--- config.mk ---
export PLATFORM = sky130hd
export DESIGN_NAME = rsq_recipe_select_queue
export DESIGN_NICKNAME = d
export VERILOG_FILES = /design/src/rsq_pkg.sv /design/src/rsq_recipe_select_queue.sv
export SDC_FILE = /design/constraint.sdc
export NUM_CORES = 1
export LEC_CHECK = 0
export ABC_CLOCK_PERIOD_IN_PS = 3900
export BUFFER_PORTS_ARGS = -buffer_cell sky130_fd_sc_hd__buf_2
export CORE_MARGIN = 1
export CORE_UTILIZATION = 35
export DETAILED_ROUTE_END_ITERATION = 12
export PLACE_DENSITY_LB_ADDON = 0.25
export REMOVE_ABC_BUFFERS = 1
export SLEW_MARGIN = 20
export SYNTH_ARGS = -nofsm -noshare
export SYNTH_HDL_FRONTEND = slang
export SYNTH_SLANG_ARGS = --single-unit
--- constraint.sdc ---
create_clock -name clk -period 3.9 [get_ports clk]
set_input_delay 0.195 -clock clk [delete_from_list [all_inputs] [get_ports clk]]
set_output_delay 0.195 -clock clk [all_outputs]
set_load 0.02 [all_outputs]
--- src/rsq_pkg.sv ---
// Purpose: Shared constants and types for the recipe select queue.
// Assumes: 20 MHz clk, synchronous active-low reset.
// Notes: Functional notes follow.
// Functional notes
// - The nine select lines are read as two decimal digits of four weighted lines each and one hundreds line.
// - Line weights are 1, 2, 4, 8, 10, 20, 40, 80 and 100; the number is the sum of active weights.
// - A strobed number reaches only applicators whose mask line is high; others keep their queue.
// - A strobed entry is accepted whatever mode an applicator is in.
// - Each of eight applicators has a one-deep queue, filled only while it executes a recipe or is in an auxiliary mode.
// - A new number overwrites a full queue entry and the old one is lost.
// - After a halt, the first run pulse makes the queued number current and empties the queue.
// - The trigger input never touches a queue.
// - A run with an empty queue restarts with the most recently entered number.
// - A halt stops the current recipe but keeps its number for a later run.
// - Pulsed inputs are held at least 0.25 s; the device acts once on the edge only.
package rsq_pkg;
    localparam int NUM_APPS = 8;
    localparam int SEL_W = 9;
    localparam int REC_W = 10;
    localparam int ADDR_W = 8;
    localparam int DATA_W = 32;

    // Register byte offsets.
    localparam logic [7:0] OFF_CTRL = 8'h00;
    localparam logic [7:0] OFF_STATUS = 8'h04;
    localparam logic [7:0] OFF_LAST = 8'h08;
    localparam logic [7:0] OFF_APP_BASE = 8'h20;
    localparam logic [7:0] OFF_APP_LAST = 8'h3c;

    // Field positions.
    localparam int CTRL_ENABLE_BIT = 0;
    localparam int STATUS_QUEUED_LSB = 8;
    localparam int APP_NEXT_LSB = 16;

    // Values after reset.
    localparam logic CTRL_ENABLE_RESET = 1'b1;
    localparam logic [9:0] RECIPE_RESET = 10'h000;

    // Decimal digit weights of the upper line groups.
    localparam logic [9:0] WEIGHT_TENS = 10'h00a;
    localparam logic [9:0] WEIGHT_HUNDREDS = 10'h064;

    typedef logic [REC_W-1:0] rsq_recipe_t;

    typedef enum {
        RSQ_IDLE,
        RSQ_RUNNING,
        RSQ_HALTED
    } rsq_app_state_t;

    // Register port request.
    typedef struct packed {
        logic wr;
        logic rd;
        logic [ADDR_W-1:0] addr;
        logic [DATA_W-1:0] wdata;
    } rsq_bus_req_t;

    // Per-applicator status seen by the rest of the controller.
    typedef struct packed {
        logic running;
        logic queued;
        rsq_recipe_t current;
        rsq_recipe_t next;
    } rsq_app_status_t;
endpackage

--- src/rsq_recipe_select_queue.sv ---
// Purpose: Discrete recipe select port with a one-deep queue per applicator.
// Assumes: Host lines are slow levels; run and halt arrive as pulses per applicator.
// Notes: Load, clean and calibrate modes are reported by aux_mode_active.
//
// Our own choices: strobed register access and the placing of the registers.
`timescale 1ns/1ps
module rsq_recipe_select_queue (
    // Clock and reset
    input wire logic clk,
    input wire logic resetn,
    // Register port
    input rsq_pkg::rsq_bus_req_t bus_req,
    output logic [31:0] bus_rdata,
    // Host discrete inputs
    input wire logic [8:0] recipe_code_input,
    input wire logic [7:0] applicator_mask_input,
    input wire logic recipe_latch_pulse,
    input wire logic [7:0] run_pulse_input,
    input wire logic [7:0] halt_pulse_input,
    input wire logic [7:0] aux_mode_active,
    // Applicator status
    output rsq_pkg::rsq_app_status_t [7:0] app_status
);

    localparam int IN_W = 42;

    logic [IN_W-1:0] in_raw;
    logic [IN_W-1:0] sync1_reg;
    logic [IN_W-1:0] sync2_reg;
    logic [16:0] pulse_prev_reg;
    logic [8:0] sel_s;
    logic [7:0] mask_s;
    logic strobe_s;
    logic [7:0] run_s;
    logic [7:0] halt_s;
    logic [7:0] aux_s;
    logic strobe_edge;
    logic [7:0] run_edge;
    logic [7:0] halt_edge;
    logic [9:0] code_num;
    logic [9:0] last_code_reg;
    logic enable_reg;
    logic [7:0] accept;
    logic [7:0] run_take;
    logic [7:0] exec_after;
    rsq_pkg::rsq_app_state_t state_reg [8];
    logic [7:0] running;
    logic [7:0] queued_reg;
    rsq_pkg::rsq_recipe_t current_reg [8];
    rsq_pkg::rsq_recipe_t next_reg [8];
    rsq_pkg::rsq_recipe_t last_reg [8];
    logic [31:0] rdata_next;

    // Every host line goes through two flops; host timing is unknown.
    // The price is two cycles of latency, far below any host pulse width.
    assign in_raw = {recipe_code_input, applicator_mask_input, recipe_latch_pulse,
                     run_pulse_input, halt_pulse_input, aux_mode_active};

    always_ff @(posedge clk) begin
        if (!resetn) begin
            sync1_reg <= '0;
            sync2_reg <= '0;
        end else begin
            sync1_reg <= in_raw;
            sync2_reg <= sync1_reg;
        end
    end

    // Only the second stage is decoded.
    assign sel_s = sync2_reg[41:33];
    assign mask_s = sync2_reg[32:25];
    assign strobe_s = sync2_reg[24];
    assign run_s = sync2_reg[23:16];
    assign halt_s = sync2_reg[15:8];
    assign aux_s = sync2_reg[7:0];

    // Previous levels of the pulsed lines.
    always_ff @(posedge clk) begin
        if (!resetn) begin
            pulse_prev_reg <= '0;
        end else begin
            pulse_prev_reg <= {strobe_s, run_s, halt_s};
        end
    end

    // A held pulse acts once; the level after the edge is ignored.
    assign strobe_edge = strobe_s & ~pulse_prev_reg[16];
    assign run_edge = run_s & ~pulse_prev_reg[15:8];
    assign halt_edge = halt_s & ~pulse_prev_reg[7:0];

    // Digits are summed by weight, so out-of-range digit codes still add up.
    // The sum spans 0 to 265 and is not clamped; keeping digits valid is the host's job.
    assign code_num = 10'(sel_s[3:0])
                    + 10'(10'(sel_s[7:4]) * rsq_pkg::WEIGHT_TENS)
                    + (sel_s[8] ? rsq_pkg::WEIGHT_HUNDREDS : 10'h000);

    // Number captured on the strobe edge, same cycle as the mask.
    always_ff @(posedge clk) begin
        if (!resetn) begin
            last_code_reg <= rsq_pkg::RECIPE_RESET;
        end else if (strobe_edge) begin
            last_code_reg <= code_num;
        end
    end

    // Control register; software may block host entries.
    // A blocked entry is still captured as the last number, which helps when tracing a host.
    always_ff @(posedge clk) begin
        if (!resetn) begin
            enable_reg <= rsq_pkg::CTRL_ENABLE_RESET;
        end else if (bus_req.wr && bus_req.addr == rsq_pkg::OFF_CTRL) begin
            enable_reg <= bus_req.wdata[rsq_pkg::CTRL_ENABLE_BIT];
        end
    end

    genvar gi;
    generate
        for (gi = 0; gi < rsq_pkg::NUM_APPS; gi++) begin : g_app
            // Mask selects the receivers; mode does not matter.
            assign accept[gi] = strobe_edge & mask_s[gi] & enable_reg;
            assign running[gi] = (state_reg[gi] == rsq_pkg::RSQ_RUNNING);
            // Halt wins over a run in the same cycle, the safer outcome.
            assign run_take[gi] = run_edge[gi] & ~halt_edge[gi] & ~running[gi];
            // Executing state as it stands after this cycle's run or halt.
            assign exec_after[gi] = run_take[gi]
                                  | (running[gi] & ~halt_edge[gi])
                                  | aux_s[gi];

            // Run state; only run and halt move it, never the trigger.
            // A halt from idle parks the applicator in halted; its numbers are untouched.
            always_ff @(posedge clk) begin
                if (!resetn) begin
                    state_reg[gi] <= rsq_pkg::RSQ_IDLE;
                end else begin
                    case (state_reg[gi])
                        rsq_pkg::RSQ_IDLE,
                        rsq_pkg::RSQ_HALTED: begin
                            if (halt_edge[gi]) begin
                                state_reg[gi] <= rsq_pkg::RSQ_HALTED;
                            end else if (run_edge[gi]) begin
                                state_reg[gi] <= rsq_pkg::RSQ_RUNNING;
                            end
                        end
                        rsq_pkg::RSQ_RUNNING: begin
                            if (halt_edge[gi]) begin
                                state_reg[gi] <= rsq_pkg::RSQ_HALTED;
                            end
                        end
                        default: begin
                            state_reg[gi] <= rsq_pkg::RSQ_IDLE;
                        end
                    endcase
                end
            end

            // Current, queued and last-entered numbers.
            // The run branch comes first, so an entry in the same cycle sets the queue flag last.
            always_ff @(posedge clk) begin
                if (!resetn) begin
                    current_reg[gi] <= rsq_pkg::RECIPE_RESET;
                    next_reg[gi] <= rsq_pkg::RECIPE_RESET;
                    last_reg[gi] <= rsq_pkg::RECIPE_RESET;
                    queued_reg[gi] <= 1'b0;
                end else begin
                    if (run_take[gi]) begin
                        if (queued_reg[gi]) begin
                            current_reg[gi] <= next_reg[gi];
                        end else begin
                            current_reg[gi] <= last_reg[gi];
                        end
                        queued_reg[gi] <= 1'b0;
                    end
                    // An entry in the run cycle lands behind the promoted one.
                    if (accept[gi]) begin
                        last_reg[gi] <= code_num;
                        if (exec_after[gi]) begin
                            next_reg[gi] <= code_num;
                            queued_reg[gi] <= 1'b1;
                        end else begin
                            current_reg[gi] <= code_num;
                            queued_reg[gi] <= 1'b0;
                        end
                    end
                end
            end

            // Queued, current and next are straight copies of flops; running is decoded from state_reg.
            assign app_status[gi].running = running[gi];
            assign app_status[gi].queued = queued_reg[gi];
            assign app_status[gi].current = current_reg[gi];
            assign app_status[gi].next = next_reg[gi];

            // Each check looks one cycle past the event that it guards.
            chk_queue_overwrite: assert property (@(posedge clk) disable iff (!resetn)
                accept[gi] && exec_after[gi] |=> queued_reg[gi] && next_reg[gi] == $past(code_num))
                else $error("queued entry not replaced by new number");

            chk_direct_load: assert property (@(posedge clk) disable iff (!resetn)
                accept[gi] && !exec_after[gi] |=> !queued_reg[gi] && current_reg[gi] == $past(code_num))
                else $error("idle applicator did not load number as current");

            chk_mask_gate: assert property (@(posedge clk) disable iff (!resetn)
                strobe_edge && !mask_s[gi] && !run_take[gi] |=> $stable(next_reg[gi]) && $stable(queued_reg[gi]))
                else $error("unmasked applicator queue changed");

            chk_run_promote: assert property (@(posedge clk) disable iff (!resetn)
                run_take[gi] && queued_reg[gi] && !accept[gi]
                |=> current_reg[gi] == $past(next_reg[gi]) && !queued_reg[gi] && running[gi])
                else $error("run did not promote queued number");

            chk_run_default: assert property (@(posedge clk) disable iff (!resetn)
                run_take[gi] && !queued_reg[gi] |=> current_reg[gi] == $past(last_reg[gi]))
                else $error("run with empty queue did not reuse last number");

            chk_halt_keep: assert property (@(posedge clk) disable iff (!resetn)
                halt_edge[gi] && !accept[gi] |=> !running[gi] && $stable(current_reg[gi]))
                else $error("halt lost current number or kept running");

            chk_run_once: assert property (@(posedge clk) disable iff (!resetn)
                run_edge[gi] |=> !run_edge[gi])
                else $error("run pulse acted twice");

            chk_idle_no_queue: assert property (@(posedge clk) disable iff (!resetn)
                !running[gi] && !aux_s[gi] && !run_take[gi] && !queued_reg[gi] |=> !queued_reg[gi])
                else $error("queue filled while not executing");

            // The queue moves only on an entry or a run; no other input, the trigger included, reaches it.
            chk_queue_quiet: assert property (@(posedge clk) disable iff (!resetn)
                !accept[gi] && !run_take[gi] |=> $stable(next_reg[gi]) && $stable(queued_reg[gi]))
                else $error("queue changed without an entry or a run");

            // A refused entry, blocked or unmasked, must leave the current and last numbers of this applicator alone.
            chk_entry_block: assert property (@(posedge clk) disable iff (!resetn)
                strobe_edge && !accept[gi] && !run_take[gi]
                |=> $stable(current_reg[gi]) && $stable(last_reg[gi]))
                else $error("refused entry changed applicator numbers");

            chk_last_entry: assert property (@(posedge clk) disable iff (!resetn)
                accept[gi] |=> last_reg[gi] == $past(code_num))
                else $error("last entered number not recorded");

            // An auxiliary mode counts as executing even while the run state is idle.
            chk_aux_queue: assert property (@(posedge clk) disable iff (!resetn)
                accept[gi] && aux_s[gi] |=> queued_reg[gi] && next_reg[gi] == $past(code_num))
                else $error("entry in auxiliary mode not queued");

            chk_run_start: assert property (@(posedge clk) disable iff (!resetn)
                run_take[gi] |=> running[gi])
                else $error("run pulse did not start applicator");

            chk_halt_state: assert property (@(posedge clk) disable iff (!resetn)
                halt_edge[gi] |=> state_reg[gi] == rsq_pkg::RSQ_HALTED)
                else $error("halt did not reach halted state");

            chk_halt_once: assert property (@(posedge clk) disable iff (!resetn)
                halt_edge[gi] |=> !halt_edge[gi])
                else $error("halt pulse acted twice");
        end
    endgenerate

    chk_strobe_once: assert property (@(posedge clk) disable iff (!resetn)
        strobe_edge |=> !strobe_edge [*2])
        else $error("strobe acted more than once");

    chk_sync_delay: assert property (@(posedge clk) disable iff (!resetn)
        ##2 strobe_s == $past(recipe_latch_pulse, 2))
        else $error("strobe not delayed by two stages");

    chk_bcd_decode: assert property (@(posedge clk) disable iff (!resetn)
        strobe_edge |=> last_code_reg == 10'($past(sel_s[3:0])) + 10'($past(sel_s[7:4])) * 10'h00a
                        + ($past(sel_s[8]) ? 10'h064 : 10'h000))
        else $error("captured number does not match line weights");

    // Every host line, not only the strobe, sits exactly two stages behind its pin.
    chk_sync_all: assert property (@(posedge clk) disable iff (!resetn)
        ##2 sync2_reg == $past(in_raw, 2))
        else $error("host lines not delayed by two stages");

    // The captured number is the one decoded in the edge cycle itself.
    chk_edge_capture: assert property (@(posedge clk) disable iff (!resetn)
        strobe_edge |=> last_code_reg == $past(code_num))
        else $error("number not captured in the strobe edge cycle");

    // Read mux; unmapped addresses read as zero.
    always_comb begin
        rdata_next = 32'h0000_0000;
        if (bus_req.addr == rsq_pkg::OFF_CTRL) begin
            rdata_next[rsq_pkg::CTRL_ENABLE_BIT] = enable_reg;
        end else if (bus_req.addr == rsq_pkg::OFF_STATUS) begin
            rdata_next[7:0] = running;
            rdata_next[rsq_pkg::STATUS_QUEUED_LSB +: 8] = queued_reg;
        end else if (bus_req.addr == rsq_pkg::OFF_LAST) begin
            rdata_next[9:0] = last_code_reg;
        end else if (bus_req.addr >= rsq_pkg::OFF_APP_BASE && bus_req.addr <= rsq_pkg::OFF_APP_LAST
                     && bus_req.addr[1:0] == 2'h0) begin
            rdata_next[9:0] = current_reg[bus_req.addr[4:2]];
            rdata_next[rsq_pkg::APP_NEXT_LSB +: 10] = next_reg[bus_req.addr[4:2]];
        end
    end

    // Read data stands only in the cycle after the strobe.
    // Clearing outside the slot keeps a stale word from passing for a fresh read.
    always_ff @(posedge clk) begin
        if (!resetn) begin
            bus_rdata <= 32'h0000_0000;
        end else if (bus_req.rd) begin
            bus_rdata <= rdata_next;
        end else begin
            bus_rdata <= 32'h0000_0000;
        end
    end

    chk_read_slot: assert property (@(posedge clk) disable iff (!resetn)
        !bus_req.rd |=> bus_rdata == 32'h0000_0000)
        else $error("read data outside its slot");

    // Register port checks; software writes reach only the control register.
    chk_ctrl_write: assert property (@(posedge clk) disable iff (!resetn)
        bus_req.wr && bus_req.addr == rsq_pkg::OFF_CTRL
        |=> enable_reg == $past(bus_req.wdata[rsq_pkg::CTRL_ENABLE_BIT]))
        else $error("control write did not land");

    chk_ro_ignore: assert property (@(posedge clk) disable iff (!resetn)
        !(bus_req.wr && bus_req.addr == rsq_pkg::OFF_CTRL) |=> $stable(enable_reg))
        else $error("enable changed without a control write");

    chk_ctrl_read: assert property (@(posedge clk) disable iff (!resetn)
        bus_req.rd && bus_req.addr == rsq_pkg::OFF_CTRL
        |=> bus_rdata[31:1] == 31'h0 && bus_rdata[0] == $past(enable_reg))
        else $error("control read does not match enable");

    chk_status_read: assert property (@(posedge clk) disable iff (!resetn)
        bus_req.rd && bus_req.addr == rsq_pkg::OFF_STATUS
        |=> bus_rdata == {16'h0000, $past(queued_reg), $past(running)})
        else $error("status read does not match applicator state");

    chk_last_read: assert property (@(posedge clk) disable iff (!resetn)
        bus_req.rd && bus_req.addr == rsq_pkg::OFF_LAST
        |=> bus_rdata == {22'h00_0000, $past(last_code_reg)})
        else $error("last captured number read back wrong");

    chk_unmapped_read: assert property (@(posedge clk) disable iff (!resetn)
        bus_req.rd && bus_req.addr > rsq_pkg::OFF_APP_LAST |=> bus_rdata == 32'h0000_0000)
        else $error("unmapped address read nonzero");

endmodule

Word level (Yosys, flattened, before mapping)
Memories as Yosys holds them, arrays and structs flattened. A register that Yosys moved wholly into a read port is not among the register bits.
Index checks and enable logic that the tools add are counted.
Storage, ports and cells
  memory bits (writable): 256
  logic and storage cells: 613
  output and inout port bits: 208
  memories kept: 4
  bits in registers: 142
Memory list
  current_reg: words 8, width 10, rd ports 9, clocked after Yosys merged registers in 0, write ports 8, line rsq_recipe_select_queue.sv:49  | rsq_pkg::rsq_recipe_t current_reg [8];
  last_reg: words 8, width 10, rd ports 8, clocked after Yosys merged registers in 0, write ports 8, line rsq_recipe_select_queue.sv:51  | rsq_pkg::rsq_recipe_t last_reg [8];
  next_reg: words 8, width 10, rd ports 9, clocked after Yosys merged registers in 1, write ports 8, line rsq_recipe_select_queue.sv:50  | rsq_pkg::rsq_recipe_t next_reg [8];
  state_reg: words 8, width 2, rd ports 8, clocked after Yosys merged registers in 0, write ports 8, line rsq_recipe_select_queue.sv:46  | rsq_pkg::rsq_app_state_t state_reg [8];
Operators by class
  multiplexer cells: 366
  reduce and logical (&&, ||, !) cells: 41
  $add $sub $neg: 2
  equal/unequal tests: 26
  multipliers: 1
  $lt $le $gt $ge: 2
  bitwise logic cells: 154
Operators with widths (number)
  equality test 32 x 2 -> 1 bit (second input constant): 16
  two-way mux 10 bit: 43
  two-way mux 1 bit: 290
  equality test 32 x 1 -> 1 bit (second input constant): 8
  zero test 32 bit: 8
  OR 1 bit: 88
  two-way mux 2 bit: 32
  AND 1 bit: 41
  OR reduction 3 bit: 9
  NOT 1 bit: 21
  AND 8 bit: 2
  NOT 8 bit: 2
  nonzero test 2 bit: 8
  OR reduction 2 bit: 8
  adder 9 x 7 -> 10 bit: 1
  adder 4 x 8 -> 9 bit: 1
  equality test 8 x 3 -> 1 bit (second input constant): 1
  equality test 8 x 4 -> 1 bit (second input constant): 1
  greater-or-equal comparator 8 x 6 -> 1 bit (second input constant): 1
  less-or-equal comparator 8 x 6 -> 1 bit (second input constant): 1
  zero test 8 bit: 1
  multiplier 4 x 3 -> 7 bit (second input constant): 1
  two-way mux 7 bit: 1
  OR reduction 6 bit: 1
  4 further kinds: 6

Depth between registers and ports, before layout
  depth in word-level cells: 12
  mapped depth: 11

Least setup slack after synthesis
No wires, ideal clock.
  kind: reg-to-reg
  from: reg sync2_reg[38]
  to: mem current_reg[4][8] in the netlist's numbering (data pin)
  arrival: 2872 ps
  slack: 754 ps
  setup time: 274 ps
  stages on the path, launching flop included: 11
  period minus slack after synthesis: 3146 ps
  path buffers: 1
  cells stage by stage: dfxtp_1 > ha_1 > ha_1 > fa_1 > xor2_1 > ha_1 > ha_1 > and3_1 > a221oi_2 > clkbuf_1 > o22ai_1
RTL lines
  from (decl): line rsq_recipe_select_queue.sv:29  | logic [IN_W-1:0] sync2_reg;
  from (signal assigned): line rsq_recipe_select_queue.sv:65  | sync2_reg <= sync1_reg;
  to (decl): line rsq_recipe_select_queue.sv:49

==> impl_metrics.ini <==
[power_and_ir_drop]
max-vdd-ir-drop_v = 0.0002337
leakage_nw = 7.544
power_density_nw_per_um2 = 489.5

[logic_synthesis]
netlist_area_um2 = 15620
synthTopCellsByCount = edfxtp_1 (232), nor2_1 (153), dfxtp_1 (144)
avgSynthCellArea_um2 = 12.61
yosys_warnings = 0
synth_ff_type = edfxtp_1
yosysTopAreaCell = edfxtp_1
yosysSeqAreaShare = 0.6304
yosysUniqueCellTypes = 50
netlist_instances = 1239
synth-edff-count = 232
yosysMostFrequentCell = edfxtp_1
ys_seq_elements = 376
synth_top_area_share = 0.4459
async_flop_share = 0
synthTopCellsByArea = edfxtp_1 (45%), dfxtp_1 (18%), mux4_2 (5.2%)

[hold_path]
hp-class = primary input to flop
min_from = bus_req[38]

[setup_path]
crit_path_end_kind = flop
crit_path_start_kind = flop
critPathKind = flop to flop
startpoint = sync2_reg[38]$_SDFF_PN0_
worstPathArrival_ns = 3.93
regToRegSetupSlack_ns = 0.23
cp_max_fo = 25
regToRegStartpoint = sync2_reg[38]$_SDFF_PN0_
required_ns = 4.16

[grt]
globalRouteTotalUtil = 0.2217
grt_pass1_vias = 10480
antenna_found_initial = 3
grt_pass1_wl_um = 71370
grt-ovfl-total = 0
grt_max_degree = 74

[floorplanning]
core-area_um2 = 44120
fp.dieArea_um2 = 45490
io_pins = 294
fp-row-count = 77
die_width_um = 213.3
initial_core_util = 0.3541
die_y_um = 213.3

[placement]
port_buffers = 239
hpwl_um = 36970
dp_cells = 2017
gp_congestion = 0.8810
place_area_um2 = 17360

[clocking]
hold_buffers = 45
cts_buffer_depth = 3
cts_resized = 0
clock-root-buffer = clkbuf_16
clock_tree.htree_level_count = 2
clkSinkCount = 376
cts-buffers-inserted = 42
cts_tree = done
path_clk_slew_ns = 0.06
cts_setup_buffers = 0
insertion_delay_ns = 0.57

[detailed_routing]
drc = 0
dr.first_iter.drc_count = 1052
vias_per_cell = 5.221
first_pass_iters = 5
num_vias = 11170
routed_wl_um = 50820
postRouteAntennaNets = 0
wl_per_cell_um = 23.75

[sta]
min_period_over_period = 0.9405
hold_ws_ns = 0.03442
drv_slew = 0
finalSetupViolCount = 0
finalSetupTns_ns = 0
tightest_slew_ns = 1.019
hold_viol = 0
max_slew_margin = 0.3147
finClkSkew_ns = 0.02157
grt_setup_unrepaired = false
fin_crit_ns = 3.668
max_freq_mhz = 272.6

[final_layout]
finalNetCount = 1616
area.growth.synth_to_final_pct = 23.18
drive_gt1_frac = 0.2590
design_area_um2 = 19250
instances_no_fill = 2140
fill_cells = 4224
finalCoreUtilization = 0.4362
insertedDiodeCount = 0

[run]
maxCapViolations = 0

[outcome]
status = finished, final reports clean
## final timing paths
kind / endpoint / depth (start not counted)
worst max-delay path: current_reg[1][7]$_DFFE_PP_ / 11
worst min-delay path: bus_rdata[0]$_SDFF_PN0_ / 4
worst max register to register: current_reg[1][7]$_DFFE_PP_ / 11
worst min register to register: sync2_reg[15]$_SDFF_PN0_ / 1
## layout by cell type (no fill, tap or decap), types with 23 or more instances in the layout
master,Yosys,routed
nand2b_1,27,27
mux4_2,36,36
dfxtp_1,144,144
and2_1,114,114
buf_2,30,238
dlygate4sd3_1,0,45
conb_1,1,23
clkbuf_16,0,46
mux2i_1,31,31
nand2_1,67,67
edfxtp_1,232,232
a22oi_1,71,71
o21ai_0,55,55
nor2_1,153,153
buf_4,26,25
## worst max-delay path, cell delays in order (launching register included)
cell	delay [ns]
dfxtp_1	0.33
ha_1	0.30
ha_1	0.21
fa_1	0.40
xor2_1	0.15
ha_1	0.28
ha_1	0.34
nand2_1	0.09
o31ai_1	0.07
buf_4	0.16
xnor2_4	0.77
o21ai_0	0.24
## final cells by class
cell class,instances,area [um2],share of cell area
clock inverters,25,224.0,0.01164
multi-input cells,771,5321,0.2765
repair buffers,309,1849,0.09609
flip-flops and latches,376,9849,0.5118
well taps,592,740.7,0.03849
clock buffers,53,1209,0.06280
inverters,14,52.55,0.002730
## through the flow
stage          power, mW  worst slack (ns)
2_1_floorplan      4.959            0.3838
3_3_place_gp       5.380            0.2731
3_5_place_dp       5.390            0.2374
4_1_cts            9.503            0.2339
5_1_grt            9.711           0.04401
6_report           9.421            0.2319
## layer usage
| layer | share of wire | vias up | GRT usage |
|---|---|---|---|
| li1 | - | 5020 | - |
| met1 | 0.42 | 5549 | 0.3032 |
| met2 | 0.44 | 519 | 0.3262 |
| met3 | 0.11 | 82 | 0.06825 |
| met4 | 0.033 | 2 | 0.08768 |
| met5 | 0.00026 | - | 0 |
## cells by family after synthesis
kind of cell | Yosys count | share of synthesized area
mux | 68 | 0.07248
compound gates | 196 | 0.08152
simple gates | 463 | 0.1608
xor+xnor | 5 | 0.002803
fa+ha+maj | 16 | 0.01426
flops | 376 | 0.6304
other cells | 1 | 0.0002400
buf+inv | 114 | 0.03748
## power breakdown
| group | internal (mW) | switching, mW | total, mW |
|---|---|---|---|
| clock | 2.41 | 1.66 | 4.08 |
| combinational | 0.276 | 0.538 | 0.814 |
| sequential | 4.39 | 0.140 | 4.53 |
| total | 7.08 | 2.34 | 9.42 |
(Power assumes the default switching activity.)
